### config.mk
export PLATFORM = sky130hd
export DESIGN_NAME = rfp_top
export DESIGN_NICKNAME = d
export VERILOG_FILES = /design/src/rfp_pkg.sv /design/src/rfp_fault_filter.sv /design/src/rfp_ahb_regs.sv /design/src/rfp_top.sv
export VERILOG_INCLUDE_DIRS = /design/src
export SDC_FILE = /design/constraint.sdc
export NUM_CORES = 1
export LEC_CHECK = 0
export ABC_AREA = 1
export ABC_CLOCK_PERIOD_IN_PS = 4700
export BUFFER_PORTS_ARGS = -buffer_cell sky130_fd_sc_hd__buf_2
export CAP_MARGIN = 20
export CORE_MARGIN = 2
export CORE_UTILIZATION = 56
export DETAILED_ROUTE_END_ITERATION = 6
export GPL_ROUTABILITY_DRIVEN = 1
export PLACE_DENSITY = 0.81
export SETUP_SLACK_MARGIN = 0.05
export SLEW_MARGIN = 20
export SYNTH_ARGS = -nofsm -noshare
export SYNTH_HDL_FRONTEND = slang
export SYNTH_SLANG_ARGS = --single-unit
### constraint.sdc
create_clock -name hclk -period 4.7 [get_ports hclk]
set_clock_uncertainty 0.1 [all_clocks]
set_input_delay 0.235 -clock hclk [delete_from_list [all_inputs] [get_ports hclk]]
set_output_delay 0.235 -clock hclk [all_outputs]
set_load 0.1 [all_outputs]
### src/rfp_cfg.svh
// Constants of the regulator fault-protection block: offsets, fields,
// reset values and timing. Assumes a 125 MHz hclk.
`ifndef RFP_CFG_SVH
`define RFP_CFG_SVH

`define RFP_CLK_MHZ        125
// Least times round up to whole cycles
`define RFP_NS_TO_CYC(ns)  ((((ns) * `RFP_CLK_MHZ) + 999) / 1000)

`define RFP_OV_FILT_NS     1000
`define RFP_UV_FILT_NS     3000
`define RFP_UVLO_FILT_NS   3000
`define RFP_OCP_DELAY_NS   2000
`define RFP_QR_PULSE_NS    200
`define RFP_OV_FILT_CYC    `RFP_NS_TO_CYC(`RFP_OV_FILT_NS)
`define RFP_UV_FILT_CYC    `RFP_NS_TO_CYC(`RFP_UV_FILT_NS)
`define RFP_UVLO_FILT_CYC  `RFP_NS_TO_CYC(`RFP_UVLO_FILT_NS)
`define RFP_OCP_DELAY_CYC  `RFP_NS_TO_CYC(`RFP_OCP_DELAY_NS)
`define RFP_QR_PULSE_CYC   `RFP_NS_TO_CYC(`RFP_QR_PULSE_NS)

`define RFP_ADDR_CTRL      8'h00
`define RFP_ADDR_SPIKE     8'h04
`define RFP_ADDR_STATUS    8'h08
`define RFP_ADDR_THRESH    8'h0C

`define RFP_CTRL_QR_EN     0
`define RFP_CTRL_RESET     32'h0000_0001
`define RFP_SPIKE_RESET    12'hC00

`define RFP_ST_QR_BUSY     0
`define RFP_ST_OCP         1
`define RFP_ST_PER_PHASE_OVERCURRENT       2
`define RFP_ST_OVP         3
`define RFP_ST_UVP         4
`define RFP_ST_LOCKOUT     5
`define RFP_TH_QR_LSB      16

`define RFP_QR_TH_BASE     8'h18
`define RFP_QR_TH_STEP     8'h0C
`define RFP_RATIO_BASE     4'h8
`define RFP_RATIO_FRAC     3

`endif

### src/rfp_pkg.sv
// Types and setting decoders of the regulator fault-protection block.
// Needs rfp_cfg.svh on the include path.
`include "rfp_cfg.svh"

package rfp_pkg;

    typedef enum logic [1:0] {
        QR_IDLE,
        QR_PULSE,
        QR_WAIT
    } rfp_qr_state_t;

    // Quick-response threshold code from the first platform setting
    function automatic logic [7:0] rfp_decode_qr(input logic [2:0] code);
        rfp_decode_qr = `RFP_QR_TH_BASE + (`RFP_QR_TH_STEP * {5'h00, code});
    endfunction

    // Per-phase setting ratio in eighths from the thermal platform setting
    function automatic logic [3:0] rfp_decode_ratio(input logic [2:0] code);
        rfp_decode_ratio = `RFP_RATIO_BASE + {1'b0, code};
    endfunction

endpackage

### src/rfp_fault_filter.sv
// Persistence filter for one fault comparator.
// Condition must hold for CYCLES enabled clocks; any drop at an enabled clock restarts the count.
`timescale 1ns/1ps
`default_nettype none

module rfp_fault_filter #(
    parameter int CYCLES = 125
) (
    input  wire logic hclk,
    input  wire logic hresetn,
    input  wire logic clk_en,
    input  wire logic cond,
    output var  logic expired
);
    localparam int CW = $clog2(CYCLES + 1);
    localparam logic [CW-1:0] LAST = CW'(CYCLES);

    logic [CW-1:0] count_q;

    always_ff @(posedge hclk or negedge hresetn) begin
        if (!hresetn) begin
            count_q <= '0;
        end else if (clk_en) begin
            if (!cond) begin
                count_q <= '0;
            end else if (count_q != LAST) begin
                count_q <= count_q + CW'(1);
            end
        end
    end

    assign expired = cond && (count_q == LAST);
endmodule

`default_nettype wire

### src/rfp_ahb_regs.sv
// AHB-Lite slave holding control, spike limit and read-back registers.
// Zero wait states, always OKAY; unmapped reads return zero.
`timescale 1ns/1ps
`default_nettype none
`include "rfp_cfg.svh"

module rfp_ahb_regs
    import rfp_pkg::*;
#(
    parameter int CUR_W = 12
) (
    input  wire logic             hclk,
    input  wire logic             hresetn,
    input  wire logic             clk_en,
    input  wire logic             hsel,
    input  wire logic [31:0]      haddr,
    input  wire logic [1:0]       htrans,
    input  wire logic             hwrite,
    input  wire logic [2:0]       hsize,
    input  wire logic [31:0]      hwdata,
    input  wire logic             hready,
    output var  logic [31:0]      hrdata,
    output var  logic             hreadyout,
    output var  logic             hresp,
    input  wire logic [5:0]       status,
    input  wire logic [CUR_W:0]   per_phase_overcurrent_th,
    input  wire logic [7:0]       qr_th,
    output var  logic             qr_enable,
    output var  logic [CUR_W-1:0] spike_limit
);
    logic [31:0]      ctrl_q;
    logic [CUR_W-1:0] spike_q;
    logic [31:0]      hrdata_q;
    logic             wr_pend_q;
    logic [7:0]       wr_addr_q;
    logic             addr_ok;
    logic [31:0]      rd_word;

    assign addr_ok = hsel && hready && htrans[1];

    always_comb begin
        rd_word = 32'h0000_0000;
        case (haddr[7:0])
            `RFP_ADDR_CTRL:   rd_word = ctrl_q;
            `RFP_ADDR_SPIKE:  rd_word = {{(32-CUR_W){1'b0}}, spike_q};
            `RFP_ADDR_STATUS: rd_word = {26'h000_0000, status};
            `RFP_ADDR_THRESH: rd_word = {8'h00, qr_th, {(16-CUR_W-1){1'b0}}, per_phase_overcurrent_th};
            default:          rd_word = 32'h0000_0000;
        endcase
    end

    // Address phase: capture write target, fetch read data
    always_ff @(posedge hclk or negedge hresetn) begin
        if (!hresetn) begin
            wr_pend_q <= 1'b0;
            wr_addr_q <= 8'h00;
            hrdata_q  <= 32'h0000_0000;
        end else if (clk_en) begin
            wr_pend_q <= addr_ok && hwrite && (hsize == 3'h2);
            wr_addr_q <= haddr[7:0];
            if (addr_ok && !hwrite) begin
                hrdata_q <= rd_word;
            end
        end
    end

    // Data phase: store the word
    always_ff @(posedge hclk or negedge hresetn) begin
        if (!hresetn) begin
            ctrl_q  <= `RFP_CTRL_RESET;
            spike_q <= `RFP_SPIKE_RESET;
        end else if (clk_en && wr_pend_q) begin
            if (wr_addr_q == `RFP_ADDR_CTRL) begin
                ctrl_q <= {31'h0000_0000, hwdata[`RFP_CTRL_QR_EN]};
            end
            if (wr_addr_q == `RFP_ADDR_SPIKE) begin
                spike_q <= hwdata[CUR_W-1:0];
            end
        end
    end

    assign hrdata      = hrdata_q;
    assign hreadyout   = 1'b1;
    assign hresp       = 1'b0;
    assign qr_enable   = ctrl_q[`RFP_CTRL_QR_EN];
    assign spike_limit = spike_q;
endmodule

`default_nettype wire

### src/rfp_top.sv
// Fault-protection and quick-response logic of a two-phase core-rail controller.
// Comparators and PWM core are outside; their outputs are synchronous to hclk.
`timescale 1ns/1ps
`default_nettype none
`include "rfp_cfg.svh"

// Summary of operation
// - Large step-up load: stop interleaving, one simultaneous high-side pulse all active phases.
// - Quick-response threshold comes from decoding the first platform setting.
// - Latch over-current only if summed current still exceeds spike limit after delay.
// - Latched over-current turns both gates off on every phase.
// - Per-phase over-current checked on each active phase; single-phase mode checks only in soft-start.
// - Per-phase threshold equals spike limit times setting ratio over phase count.
// - Per-phase over-current trip turns both gates off on every phase.
// - Outside lockout, latch over-voltage when output sense exceeds its threshold.
// - Latched over-voltage, with no shutdown fault, holds low-side on, high-side off on active phases.
// - Over-voltage must persist one microsecond before acting.
// - Latch under-voltage when sense falls 500mV below the reference.
// - Latched under-voltage forces both gates off.
// - Under-voltage must persist three microseconds before latching.
// - Supply below reset threshold: lockout, PWM shut down, all gates off.
// - Supply lockout condition filtered for three microseconds.
module rfp_top
    import rfp_pkg::*;
#(
    parameter int NPH   = 2,
    parameter int CUR_W = 12
) (
    input  wire logic               hclk,
    input  wire logic               hresetn,
    input  wire logic               clk_en,
    input  wire logic               hsel,
    input  wire logic [31:0]        haddr,
    input  wire logic [1:0]         htrans,
    input  wire logic               hwrite,
    input  wire logic [2:0]         hsize,
    input  wire logic [31:0]        hwdata,
    input  wire logic               hready,
    output var  logic [31:0]        hrdata,
    output var  logic               hreadyout,
    output var  logic               hresp,
    input  wire logic               sense_over_voltage,
    input  wire logic               sense_under_voltage,
    input  wire logic               supply_below_por,
    input  wire logic               quick_response_detect,
    input  wire logic               soft_start_active,
    input  wire logic               phase2_sense_negative,
    input  wire logic [2:0]         platform_setting_one,
    input  wire logic [2:0]         platform_setting_thermal,
    input  wire logic [NPH*CUR_W-1:0] phase_current,
    input  wire logic [NPH-1:0]     pwm_high,
    input  wire logic [NPH-1:0]     pwm_low,
    output var  logic [NPH-1:0]     high_side_gate,
    output var  logic [NPH-1:0]     low_side_gate,
    output var  logic               interleave_suspend,
    output var  logic [7:0]         quick_response_threshold,
    output var  logic               fault_shutdown
);
    localparam int SUM_W = CUR_W + $clog2(NPH + 1);
    localparam int PW    = $clog2(`RFP_QR_PULSE_CYC + 1);
    localparam logic [PW-1:0] QR_LAST = PW'(`RFP_QR_PULSE_CYC - 1);

    logic                   qr_enable;
    logic [CUR_W-1:0]       spike_limit;
    logic [CUR_W:0]         per_phase_overcurrent_th;
    logic [CUR_W+3:0]       spike_prod;
    logic [SUM_W-1:0]       current_sum;
    logic [NPH-1:0]         phase_over;
    logic [NPH-1:0]         phase_active;
    logic                   single_phase;
    logic                   per_phase_overcurrent_check;
    logic                   ov_expired;
    logic                   uv_expired;
    logic                   uvlo_expired;
    logic                   ocp_expired;
    logic                   ocp_latched_q;
    logic                   per_phase_overcurrent_latched_q;
    logic                   ovp_latched_q;
    logic                   uvp_latched_q;
    logic                   lockout;
    logic                   all_off;
    logic                   qr_det_q;
    logic [PW-1:0]          qr_cnt_q;
    rfp_qr_state_t          qr_state_q;
    rfp_qr_state_t          qr_state_d;
    logic [NPH-1:0]         high_gate_d;
    logic [NPH-1:0]         low_gate_d;
    logic [7:0]             qr_th_q;

    rfp_ahb_regs #(
        .CUR_W (CUR_W)
    ) u_regs (
        .hclk        (hclk),
        .hresetn     (hresetn),
        .clk_en      (clk_en),
        .hsel        (hsel),
        .haddr       (haddr),
        .htrans      (htrans),
        .hwrite      (hwrite),
        .hsize       (hsize),
        .hwdata      (hwdata),
        .hready      (hready),
        .hrdata      (hrdata),
        .hreadyout   (hreadyout),
        .hresp       (hresp),
        .status      ({lockout, uvp_latched_q, ovp_latched_q, per_phase_overcurrent_latched_q, ocp_latched_q,
                       qr_state_q == QR_PULSE}),
        .per_phase_overcurrent_th    (per_phase_overcurrent_th),
        .qr_th       (qr_th_q),
        .qr_enable   (qr_enable),
        .spike_limit (spike_limit)
    );

    // Tied-high negative sense of phase two selects single-phase operation
    assign single_phase = phase2_sense_negative;
    assign per_phase_overcurrent_check  = !single_phase || soft_start_active;

    // Product carries the ratio in eighths; halve again when two phases run
    assign spike_prod = {4'h0, spike_limit} * {{CUR_W{1'b0}}, rfp_decode_ratio(platform_setting_thermal)};
    assign per_phase_overcurrent_th   = single_phase ? spike_prod[CUR_W+3:`RFP_RATIO_FRAC]
                                     : {1'b0, spike_prod[CUR_W+3:`RFP_RATIO_FRAC+1]};

    always_comb begin
        current_sum = '0;
        for (int i = 0; i < NPH; i++) begin
            current_sum = current_sum + SUM_W'(phase_current[i*CUR_W +: CUR_W]);
        end
    end

    generate
        for (genvar g = 0; g < NPH; g++) begin : g_phase
            assign phase_active[g] = (g == 0) || !single_phase;
            assign phase_over[g]   = phase_active[g] && per_phase_overcurrent_check &&
                                     ({1'b0, phase_current[g*CUR_W +: CUR_W]} > per_phase_overcurrent_th);
        end
    endgenerate

    rfp_fault_filter #(
        .CYCLES (`RFP_OCP_DELAY_CYC)
    ) u_ocp_filt (
        .hclk    (hclk),
        .hresetn (hresetn),
        .clk_en  (clk_en),
        .cond    (current_sum > SUM_W'(spike_limit)),
        .expired (ocp_expired)
    );

    rfp_fault_filter #(
        .CYCLES (`RFP_OV_FILT_CYC)
    ) u_ov_filt (
        .hclk    (hclk),
        .hresetn (hresetn),
        .clk_en  (clk_en),
        .cond    (sense_over_voltage && !lockout),
        .expired (ov_expired)
    );

    rfp_fault_filter #(
        .CYCLES (`RFP_UV_FILT_CYC)
    ) u_uv_filt (
        .hclk    (hclk),
        .hresetn (hresetn),
        .clk_en  (clk_en),
        .cond    (sense_under_voltage),
        .expired (uv_expired)
    );

    rfp_fault_filter #(
        .CYCLES (`RFP_UVLO_FILT_CYC)
    ) u_uvlo_filt (
        .hclk    (hclk),
        .hresetn (hresetn),
        .clk_en  (clk_en),
        .cond    (supply_below_por),
        .expired (uvlo_expired)
    );

    // Lockout is not latched: PWM restarts once the supply recovers
    assign lockout = uvlo_expired;

    always_ff @(posedge hclk or negedge hresetn) begin
        if (!hresetn) begin
            ocp_latched_q   <= 1'b0;
            per_phase_overcurrent_latched_q <= 1'b0;
            ovp_latched_q   <= 1'b0;
            uvp_latched_q   <= 1'b0;
        end else if (clk_en) begin
            ocp_latched_q   <= ocp_latched_q || ocp_expired;
            per_phase_overcurrent_latched_q <= per_phase_overcurrent_latched_q || |phase_over;
            ovp_latched_q   <= ovp_latched_q || ov_expired;
            uvp_latched_q   <= uvp_latched_q || uv_expired;
        end
    end

    always_ff @(posedge hclk or negedge hresetn) begin
        if (!hresetn) begin
            qr_th_q <= 8'h00;
        end else if (clk_en) begin
            qr_th_q <= rfp_decode_qr(platform_setting_one);
        end
    end

    assign all_off = lockout || ocp_latched_q || per_phase_overcurrent_latched_q || uvp_latched_q;

    // One pulse per detector assertion; re-arms only after it drops
    always_comb begin
        qr_state_d = qr_state_q;
        case (qr_state_q)
            QR_IDLE: begin
                if (quick_response_detect && !qr_det_q && qr_enable && !all_off && !ovp_latched_q) begin
                    qr_state_d = QR_PULSE;
                end
            end
            QR_PULSE: begin
                if (qr_cnt_q == QR_LAST || all_off || ovp_latched_q) begin
                    qr_state_d = QR_WAIT;
                end
            end
            QR_WAIT: begin
                if (!quick_response_detect) begin
                    qr_state_d = QR_IDLE;
                end
            end
            default: qr_state_d = QR_IDLE;
        endcase
    end

    always_ff @(posedge hclk or negedge hresetn) begin
        if (!hresetn) begin
            qr_state_q <= QR_IDLE;
            qr_det_q   <= 1'b0;
            qr_cnt_q   <= '0;
        end else if (clk_en) begin
            qr_state_q <= qr_state_d;
            qr_det_q   <= quick_response_detect;
            qr_cnt_q   <= (qr_state_q == QR_PULSE) ? qr_cnt_q + PW'(1) : '0;
        end
    end

    // Gate priority: shutdown, then over-voltage clamp, then pulse, then PWM
    always_comb begin
        high_gate_d = pwm_high & phase_active;
        low_gate_d  = pwm_low & phase_active;
        if (all_off) begin
            high_gate_d = '0;
            low_gate_d  = '0;
        end else if (ovp_latched_q) begin
            high_gate_d = '0;
            low_gate_d  = phase_active;
        end else if (qr_state_d == QR_PULSE) begin
            high_gate_d = phase_active;
            low_gate_d  = '0;
        end
    end

    always_ff @(posedge hclk or negedge hresetn) begin
        if (!hresetn) begin
            high_side_gate <= '0;
            low_side_gate  <= '0;
        end else if (clk_en) begin
            high_side_gate <= high_gate_d;
            low_side_gate  <= low_gate_d;
        end
    end

    assign interleave_suspend       = (qr_state_q == QR_PULSE);
    assign quick_response_threshold = qr_th_q;
    assign fault_shutdown           = all_off || ovp_latched_q;
endmodule

`default_nettype wire

==> results of run 1 <==
## worst register-to-register path, cell delays in order, from the launching register on
cell and delay [ns]:
dfrtp_1 0.40, inv_2 0.06, fa_1 0.53, inv_1 0.05
fa_1 0.48, ha_4 0.33, nand2_1 0.06, nand2_1 0.09
inv_1 0.05, nand2_1 0.11, a21oi_2 0.06, o21ai_1 0.16
xor2_1 0.24, o21ai_1 0.09, buf_4 0.16, ha_4 0.27
nand2_1 0.07, or4_1 0.52, nor2_1 0.11, nand3_1 0.08
nand2_1 0.06, inv_1 0.04, nand2_1 0.07, nand2_2 0.09
nand2_1 0.06, nand2_1 0.05
## registers in the layout (all words and copies together), names as in the netlist
register	count
u_regs.hrdata	19
u_regs.spike_limit	12
u_uv_filt.count_q	9
u_uvlo_filt.count_q	9
u_ocp_filt.count_q	8
u_regs.wr_addr_q	8
u_ov_filt.count_q	7
quick_response_threshold	6
qr_cnt_q	5
high_side_gate	2
low_side_gate	2
qr_state_q	2
ocp_latched_q	1
ovp_latched_q	1
per_phase_overcurrent_latched_q	1
qr_det_q	1
u_regs.ctrl_q	1
u_regs.wr_pend_q	1
uvp_latched_q	1
## power by group
group,internal [mW],switching (mW)
Clock,0.418,0.286
Combinational,0.455,0.789
Sequential,0.856,0.0195
## path summary, 6_finish.rpt
check	end	depth (start not counted)	start	slack (ns)
setup / recovery	per_phase_overcurrent_latched_q	25	u_regs.spike_limit[4]	0.21
hold / removal	u_regs.wr_addr_q[7]	3	haddr[7]	0.01
setup reg to reg	per_phase_overcurrent_latched_q	25	u_regs.spike_limit[4]	0.21
hold reg to reg	u_regs.wr_addr_q[4]	2	u_regs.wr_addr_q[4]	0.38
max in group asynchronous	u_regs.ctrl_q[0]	3	hresetn	3.11
min in group asynchronous	u_uvlo_filt.count_q[8]	2	hresetn	0.38
## routing by layer
layer  wire length [um]  track usage  share of wire
met3               1320       0.0403          0.068
met2               9290        0.436           0.48
met5                  0            0              0
met4                539        0.110          0.028
met1               8290        0.354           0.43
## Yosys cell counts, types with 6 or more instances
| cell | count | area, sq um |
|---|---|---|
| nand2_1 | 248 | 931 |
| nor4_1 | 6 | 37.5 |
| nor3_1 | 32 | 160 |
| a21oi_1 | 59 | 295 |
| dfrtp_1 | 93 | 2330 |
| nor2_2 | 7 | 43.8 |
| o22ai_1 | 7 | 43.8 |
| xor2_1 | 24 | 210 |
| o21ai_0 | 50 | 250 |
| nor2_1 | 54 | 203 |
| nand2_2 | 17 | 106 |
| nand4_1 | 8 | 50.1 |
| inv_1 | 164 | 616 |
| o21ai_1 | 8 | 40.0 |
| fa_1 | 22 | 440 |
| buf_4 | 17 | 128 |
| nand3_1 | 43 | 215 |
| clkbuf_1 | 14 | 52.6 |
| ha_1 | 74 | 926 |
| inv_2 | 6 | 22.5 |
## cell families after synthesis
logic type | Yosys count | synth area share
adder cells (fa/ha/maj) | 96 | 0.176
buffers and inverters | 207 | 0.110
AND/OR/NAND/NOR | 444 | 0.257
XOR/XNOR | 27 | 0.0304
AO/OA/AOI/OAI | 155 | 0.113
flip-flops | 96 | 0.310
multiplexers | 2 | 0.00274
other | 2 | 0.000966
## stage by stage
stage,instance area (sq um),hold slack [ns],instances
floorplan,7830,-0.161,1044
global placement,8480,0.201,1306
detailed placement,8480,0.206,1306
CTS,8780,0.00867,1322
global route,9050,0.0256,1331
finish,9050,0.0147,1331
## layout by cell type, fill, tap and decap left out, types with 27 or more instances in the layout
master,instances
nand3_1,42
nor3_1,30
buf_2,99
a21oi_1,57
dfrtp_1,91
buf_4,28
ha_1,64
nand2_2,27
o21ai_0,41
nor2_1,53
inv_1,161
nand2_1,238
## what timing repair did
action	4_1_cts	5_1_grt
resized for setup	1	48
pin swaps	0	18
setup endpoints to repair	1	1
hold buffers	3	0
buffers inserted	0	9
endpoints found under the hold margin	50	0
## final cells by class
class | instances | area share
Clock buffer | 12 | 0.0272
Clock inverter | 1 | 0.00332
Inverter | 171 | 0.0710
Multi-Input combinational cell | 741 | 0.526
Sequential cell | 96 | 0.266
Tap cell | 180 | 0.0249
Timing Repair Buffer | 130 | 0.0813
==> results.cfg, run 1 <==
[logic_synthesis]
ys_warn_count = 0
async_flop_share = 1.00
netlist_area_sq_um = 7770
syn_avg_cell_area_sq_um = 7.55
synthFlopType = dfrtp_1
postSynthCellCount = 1029
synth-edff-count = 0
yosysSeqAreaShare = 0.310
synth-seq-cells = 96
ys_types = 56

[clocking]
cts_tree = done
cts_buffers = 9
clkSlewWorstSetupHoldPaths_ns = 0.06
clock-root-buffer = clkbuf_16
clock_sinks = 96
clkLatencyLatePin_ns = 0.34
clockBufferDepth = 2
htree_levels = 3

[place]
port_buffers = 100
preCtsSetupSlack_ns = 0.00262
place.gp.congestion = 0.896
hpwl_mm = 15.2

[setup_path]
critPathBufInv = 5
worstSetupStartpointType = flop
worstSetupEndpointType = flop
critPathTopFamily = adder cells
worstPathMaxFanout = 4
crit_arrival_ns = 4.63
crit_required_ns = 4.83
critical_path_class = flop to flop
cpMaxStageDelayCell = fa_1
cpPeakStageDelay_ns = 0.53
critPathMostFrequentCell = nand2_1

[floorplanning]
die_w_um = 122
core_area_sq_um = 13700
fp.dieArea_sq_um = 14800
die_h_um = 122
ioPinCount = 163
rows = 43
start_util = 0.567

[timing]
slew_headroom = 0.452
fmax_mhz = 222
setup_ws_ns = 0.205
hold_viol = 0
fin_crit_sh = 0.956
setup_viol = 0
post-route-min-period_ns = 4.49
finalSetupTns_ns = 0
tightest_slew_ns = 0.820
slew_violations = 0

[outcome]
status = finished, final reports clean

[run]
drv_cap = 0

[global_routing]
grt_max_degree = 52
grt_usage = 0.266
overflow = 0
first_global_vias = 6805
antenna_found_initial = 0
grt_pass1_wl_mm = 31.3

[detailed_routing]
ant_nets = 0
drt_iter0_drc = 621
drc = 0
wl_per_cell_um = 14.6
firstDrtPassIters = 5
routed_wl_mm = 19.4
vias = 7156
viasPerCell = 5.38

[final_layout]
multi_input_area_sq_um = 4760
drive_above_1_share = 0.195
final.fill_count = 1157
final_util = 0.659
layout.nets = 1360
area_delta_synth_final_pct = 16.4
diodes = 0
layout.area.seq_sq_um = 2410

[pwr]
vdd_drop_max_mv = 0.240
power_density_nw_per_um2 = 312
power.leakage_nw = 4.88
power.total_mw = 2.82

[min_path]
min_path_type = input port to flop
(Power assumes the default switching activity.)
==> run 2, diff against run 1 <==
- CORE_UTILIZATION: 56 -> 57
- PLACE_DENSITY: 0.81 -> 0.82
- SYNTH_HIERARCHICAL: not set -> 1
==> run 2 against run 1 <==
Effect of this change:
- clock power is 0.6% higher
- non-clock buffer count rose by 31
- register-to-register slack about the same
- global-route usage down 0.30 points
- via count up 14%
- critical path depth rose by 9
- largest cell class unchanged
==> results.cfg, run 2 <==
[detailed_routing]
routed_wl_mm = 21.5
drt_iter0_drc = 606
routed.top_layer = met5
ant_nets = 0
wl_per_cell_um = 14.0
firstDrtPassIters = 7
wl_met2_mm = 10.9
vias = 8133
drc = 0
met3_length_um = 848
viasPerCell = 5.28
wl_met1_mm = 9.04

[clocking]
clkLatencyLatePin_ns = 0.34
clockBufferDepth = 2
clock_sinks = 98
clock-root-buffer = clkbuf_16
cts_tree = done
clkSlewWorstSetupHoldPaths_ns = 0.07
cts_buffers = 9
htree_levels = 3

[min_path]
hold_depth = 3
min_to = u_regs/spike_limit[3]
min_path_type = input port to flop
worstHoldStart = hwdata[3]

[setup_path]
critical_path_class = flop to flop
timing.rr.start = u_regs/spike_limit[1]
worstSetupStartpointType = flop
worstPathMaxFanout = 4
ff2ff_path_depth = 34
critPathMostFrequentCell = nand2_1
rrSetupSlack_ns = 0.20
worstSetupEndpointType = flop
cpPeakStageDelay_ns = 0.42
rr_endpoint = per_phase_overcurrent_latched_q
cpMaxStageDelayCell = dfrtp_1
crit_required_ns = 4.88
crit_arrival_ns = 4.68

[final_layout]
final.fill_count = 1202
diodes = 0
multi_input_area_sq_um = 5450
layout.area.seq_sq_um = 2460
drive_above_1_share = 0.215
layout_commonest_cell = nand2_1
final_area_sq_um = 10100
layout_common_cells = 377 x nand2_1, 167 x inv_1, 101 x buf_2, 99 x nand3_1, 90 x dfrtp_1
layout.nets = 1561
area_delta_synth_final_pct = 18.6
largest_reg_flops = 21
fin_cells = 1539

[place]
placement.cell_area_sq_um = 9280
port_buffers = 102
dp_cells = 1501
hpwl_mm = 16.0
place.gp.congestion = 0.929

[timing]
fmax_mhz = 222
slew_headroom = 0.408
hold_viol = 0
post-route-min-period_ns = 4.50
fin_crit_sh = 0.957
finalSetupTns_ns = 0
whs_ns = 0.00824
slew_violations = 0
tightest_slew_ns = 0.886
setup_viol = 0

[floorplanning]
die_w_um = 126
start_util = 0.585
die_h_um = 126
fp.dieArea_sq_um = 15900
core_area_sq_um = 14500
rows = 44
ioPinCount = 163

[pwr]
vdd_drop_max_mv = 0.198
power.leakage_nw = 5.36
power.total_mw = 2.20
power_density_nw_per_um2 = 218

[global_routing]
grt_max_degree = 63
antenna_found_initial = 1
grt_pass1_wl_mm = 34.5
grt_usage = 0.263
first_global_vias = 7575
overflow = 0

[logic_synthesis]
synth-seq-cells = 98
postSynthCellCount = 1207
yosysSeqAreaShare = 0.289
synth_adder_area_share = 0.161
synth_top_area_cell = dfrtp_1
synth.area.top_cells = dfrtp_1 28%, nand2_1 17%, ha_1 11%
async_flop_share = 1.00
synthSimpleGateAreaFrac = 0.312
synth_top_family_by_area = simple AND/OR/NAND/NOR gates
ys_top_cells_by_count = 395 x nand2_1, 175 x inv_1, 102 x nand3_1, 95 x dfrtp_1, 74 x ha_1
ys_warn_count = 6
synth_most_common_cell = nand2_1
netlist_area_sq_um = 8510
synthFlopType = dfrtp_1
synth-edff-count = 0
synthMuxAreaShare = 0.00118
ys_types = 46
synth_compound_area_frac = 0.0984
syn_avg_cell_area_sq_um = 7.05
synth_top_area_frac = 0.279
synth_xor_xnor_area_share = 0.0237

[outcome]
status = finished, final reports clean

[run]
drv_cap = 0
## run 2: metrics by stage
step	utilization	setup slack (ns)
after floorplan	-	0.283
after global routing	0.694	-0.0681
after global placement	0.639	-0.0278
after detailed placement	0.639	-0.0824
final	0.694	0.201
after CTS	0.665	0.0629
## run 2: worst max-delay path by stage
stage / cells after the start / endpoint / start / slack, ns
floorplan: 27 / per_phase_overcurrent_latched_q / platform_setting_thermal[2] / 0.28
global placement: 24 / per_phase_overcurrent_latched_q / u_regs/spike_limit[2] / -0.03
detailed placement: 24 / per_phase_overcurrent_latched_q / u_regs/spike_limit[1] / -0.08
CTS: 24 / per_phase_overcurrent_latched_q / u_regs/spike_limit[1] / 0.06
global route: 30 / per_phase_overcurrent_latched_q / u_regs/spike_limit[4] / -0.07
finish: 34 / per_phase_overcurrent_latched_q / u_regs/spike_limit[1] / 0.20
## run 2: per-layer routing
layer	track usage	vias up
li1	-	4079
met1	0.332	3775
met3	0.0327	52
met4	0.0989	2
met5	0	-
met2	0.462	225
## run 2: area by class of cell
| cell class | count | share of cell area |
|---|---|---|
| multi-input cells | 901 | 0.540 |
| flip-flops and latches | 98 | 0.244 |
| repair buffers | 161 | 0.0972 |
| inverters | 179 | 0.0669 |
| clock buffers | 10 | 0.0237 |
| well taps | 184 | 0.0228 |
| clock inverters | 6 | 0.00496 |
## run 2: cell families (layout without fill, tap and decap cells)
kind of cell,after synthesis,in the layout
and+or+nand+nor,620,620
buffers and inverters,222,356
AOI/OAI and AO/OA,144,144
DFF,98,98
adders and majority gates,96,96
xor gates and xnor gates,23,23
other,3,17
muxes,1,1
## run 2: timing repair
| item | 4_1_cts | 5_1_grt |
|---|---|---|
| endpoints found under the hold margin | 65 | 0 |
| resized for setup | 8 | 75 |
| endpoints found under the setup margin | 1 | 1 |
| pin swaps | 1 | 36 |
| buffers inserted | 0 | 15 |
| hold buffers | 7 | 0 |
## run 2: worst max-delay path, delay by kind of cell, from the launching register on
kind                     cells  cell delay, ns
AO/OA/AOI/OAI                2            0.28
XOR/XNOR                     1            0.18
adder cells (fa/ha/maj)      4            1.22
buffers and inverters        7            0.63
flip-flops                   1            0.42
AND/OR/NAND/NOR             20            1.58
## run 2: where the power goes
part | leakage (nW) | total, mW | switching, mW | internal [mW]
Clock | 0.141 | 0.708 | 0.328 | 0.380
Combinational | 3.91 | 0.557 | 0.372 | 0.185
Sequential | 1.30 | 0.932 | 0.0467 | 0.886
==> run 3, diff against run 2 <==
- ABC_AREA: 1 -> not set
- ABC_CLOCK_PERIOD_IN_PS: 4700 -> 3700
- CAP_MARGIN: 20 -> not set
- CORE_UTILIZATION: 57 -> 51
- PLACE_DENSITY: 0.82 -> 0.78
- clock period: 4.7 -> 3.7 ns (I/O delays scaled with it)
==> run 3 against run 2 <==
Effect of this change:
- the flow now finishes with violations (negative setup slack)
- combinational power grew 61%
- setup slack lost 1.2 ns
- routed wire length down 1.1%
- utilization is 2.2 points lower
- cell area is 4.7% higher
- power is 43% higher
==> results.cfg, run 3 <==
[floorplanning]
core_area_sq_um = 15700
start_util = 0.518
rows = 46
die_h_um = 130
die_w_um = 130
fp.dieArea_sq_um = 17000
ioPinCount = 163

[detailed_routing]
drt_iter0_drc = 426
routed_wl_mm = 21.3
vias = 7187
drc = 0
ant_nets = 0
wl_per_cell_um = 16.5
firstDrtPassIters = 5
viasPerCell = 5.58

[final_layout]
area_delta_synth_final_pct = 29.9
diodes = 0
final_area_sq_um = 10600
layout.nets = 1277
layout_commonest_cell = buf_4
drive_above_1_share = 0.359
final_util = 0.672
final.fill_count = 1151
largest_reg_flops = 21
layout_common_cells = 118 x buf_4, 99 x buf_2, 95 x dfrtp_1, 76 x inv_1, 67 x ha_1

[logic_synthesis]
synth-edff-count = 0
synth_most_common_cell = dfrtp_1
syn_avg_cell_area_sq_um = 9.72
ys_top_cells_by_count = 95 x dfrtp_1, 78 x inv_1, 74 x ha_1, 69 x nand2_1, 34 x o21ai_0
yosysSeqAreaShare = 0.302
synthFlopType = dfrtp_1
netlist_area_sq_um = 8140
synth_top_area_frac = 0.292
postSynthCellCount = 837
synth-seq-cells = 98
synth_top_area_cell = dfrtp_1
synth.area.top_cells = dfrtp_1 29%, ha_1 11%, fa_1 5.4%
ys_types = 87
async_flop_share = 1.00
ys_warn_count = 6

[timing]
whs_ns = 0.0139
tightest_slew_ns = 0.804
slew_violations = 0
setup_viol = 15
fmax_mhz = 214
fin_crit_sh = 1.27
finalSetupTns_ns = -3.13
rsz0062_at_grt = true
setup_ws_ns = -0.983
hold_viol = 0
slew_headroom = 0.463
post-route-min-period_ns = 4.68

[setup_path]
critical_path_class = flop to flop
critical_path.startpoint = u_regs/spike_limit[1]
rr_endpoint = per_phase_overcurrent_latched_q
crit_arrival_ns = 4.81
worstSetupEndpointType = flop
critPathCapture = per_phase_overcurrent_latched_q
worstPathMaxFanout = 4
timing.rr.start = u_regs/spike_limit[1]
ff2ff_path_depth = 19
worstSetupStartpointType = flop
crit_required_ns = 3.83
rrSetupSlack_ns = -0.98

[pwr]
vdd_drop_max_mv = 0.305
power.leakage_nw = 5.23
power_density_nw_per_um2 = 298

[clocking]
clockBufferDepth = 2
clock_sinks = 98
clkLatencyLatePin_ns = 0.35
clock-root-buffer = clkbuf_16
clkSlewWorstSetupHoldPaths_ns = 0.07
cts_tree = done
htree_levels = 3
cts_buffers = 9

[global_routing]
grt_pass1_wl_mm = 34.1
grt_max_degree = 73
first_global_vias = 7083
antenna_found_initial = 0
grt_usage = 0.253
overflow = 0

[place]
placement.cell_area_sq_um = 9530
port_buffers = 102
place.gp.congestion = 0.920
hpwl_mm = 15.7
preCtsSetupSlack_ns = -0.980

[run]
drv_cap = 0

[outcome]
violations = negative setup slack
status = finished with violations

[min_path]
hold_depth = 3
min_path_type = input port to flop
==> run 3: power by group <==
part           internal [mW]  total (mW)  switching, mW
registers               1.15        1.26          0.108
logic                  0.381       0.894          0.513
clock network          0.592       0.996          0.404
==> run 3: worst min-delay path by stage <==
stage                 from                  end  slack (ns)
2_1_floorplan      hresetn    high_side_gate[0]       -0.21
3_3_place_gp       hresetn    u_regs/hrdata[16]       0.001
3_5_place_dp       hresetn  u_regs/wr_addr_q[4]       0.003
4_1_cts        pwm_high[0]    high_side_gate[0]       0.003
5_1_grt        pwm_high[0]    high_side_gate[0]        0.01
6_report       pwm_high[0]    high_side_gate[0]        0.01
==> run 3: critical path, cell delays in order (launching register included) <==
cell	delay (ns)
dfrtp_1	0.41
and2_4	0.17
fa_1	0.49
fa_1	0.45
ha_1	0.29
nand4_1	0.11
o21ai_2	0.21
xor2_1	0.22
nand2_1	0.07
a21boi_1	0.14
ha_1	0.30
nor2b_1	0.13
o21a_1	0.16
o21a_1	0.17
o211ai_1	0.18
a21oi_1	0.10
a211o_1	0.24
maj3_2	0.31
a221oi_2	0.21
o22ai_1	0.10
==> run 3: timing repair <==
item	in CTS	in global routing
gates resized for setup	39	36
cloned	1	0
setup buffers	15	11
setup endpoints to repair	19	22
pin swaps	29	22
endpoints found under the hold margin	42	0
hold buffers	19	0
==> run 3: cell families (layout without fill, tap and decap cells) <==
logic type                 count (synthesis)  count (layout)  share of synthesized area
AOI/OAI and AO/OA                        207             207                      0.188
adders and majority gates                 98              98                      0.171
other                                      3              17                    0.00138
and+or+nand+nor                          226             226                      0.157
xor gates and xnor gates                  24              24                     0.0258
muxes                                     59              59                     0.0852
buffers and inverters                    122             342                     0.0692
DFF                                       98              98                      0.302
==> run 3: stage by stage <==
stage                     std cells  total power [mW]
final                          1287              3.15
after global routing           1287              3.31
after CTS                      1278              3.13
after detailed placement       1227              2.06
after global placement         1227              2.04
after floorplan                 851              1.84
==> run 3: per-layer routing <==
metal / GRT usage / part of all wire / wire length, um
met1: 0.331 / 0.43 / 9060
met2: 0.429 / 0.50 / 10600
met3: 0.0406 / 0.049 / 1040
met4: 0.0873 / 0.029 / 622
met5: 0 / 0 / 0
==> run 3: area by class of cell <==
class / count / area, sq um / share of cell area
clock inverter: 5 / 80.1 / 0.00758
tap: 216 / 270 / 0.0256
timing repair buffer: 247 / 1700 / 0.160
multi-input combinational: 631 / 5530 / 0.524
inverter: 79 / 297 / 0.0281
sequential: 98 / 2460 / 0.232
clock buffer: 11 / 233 / 0.0220
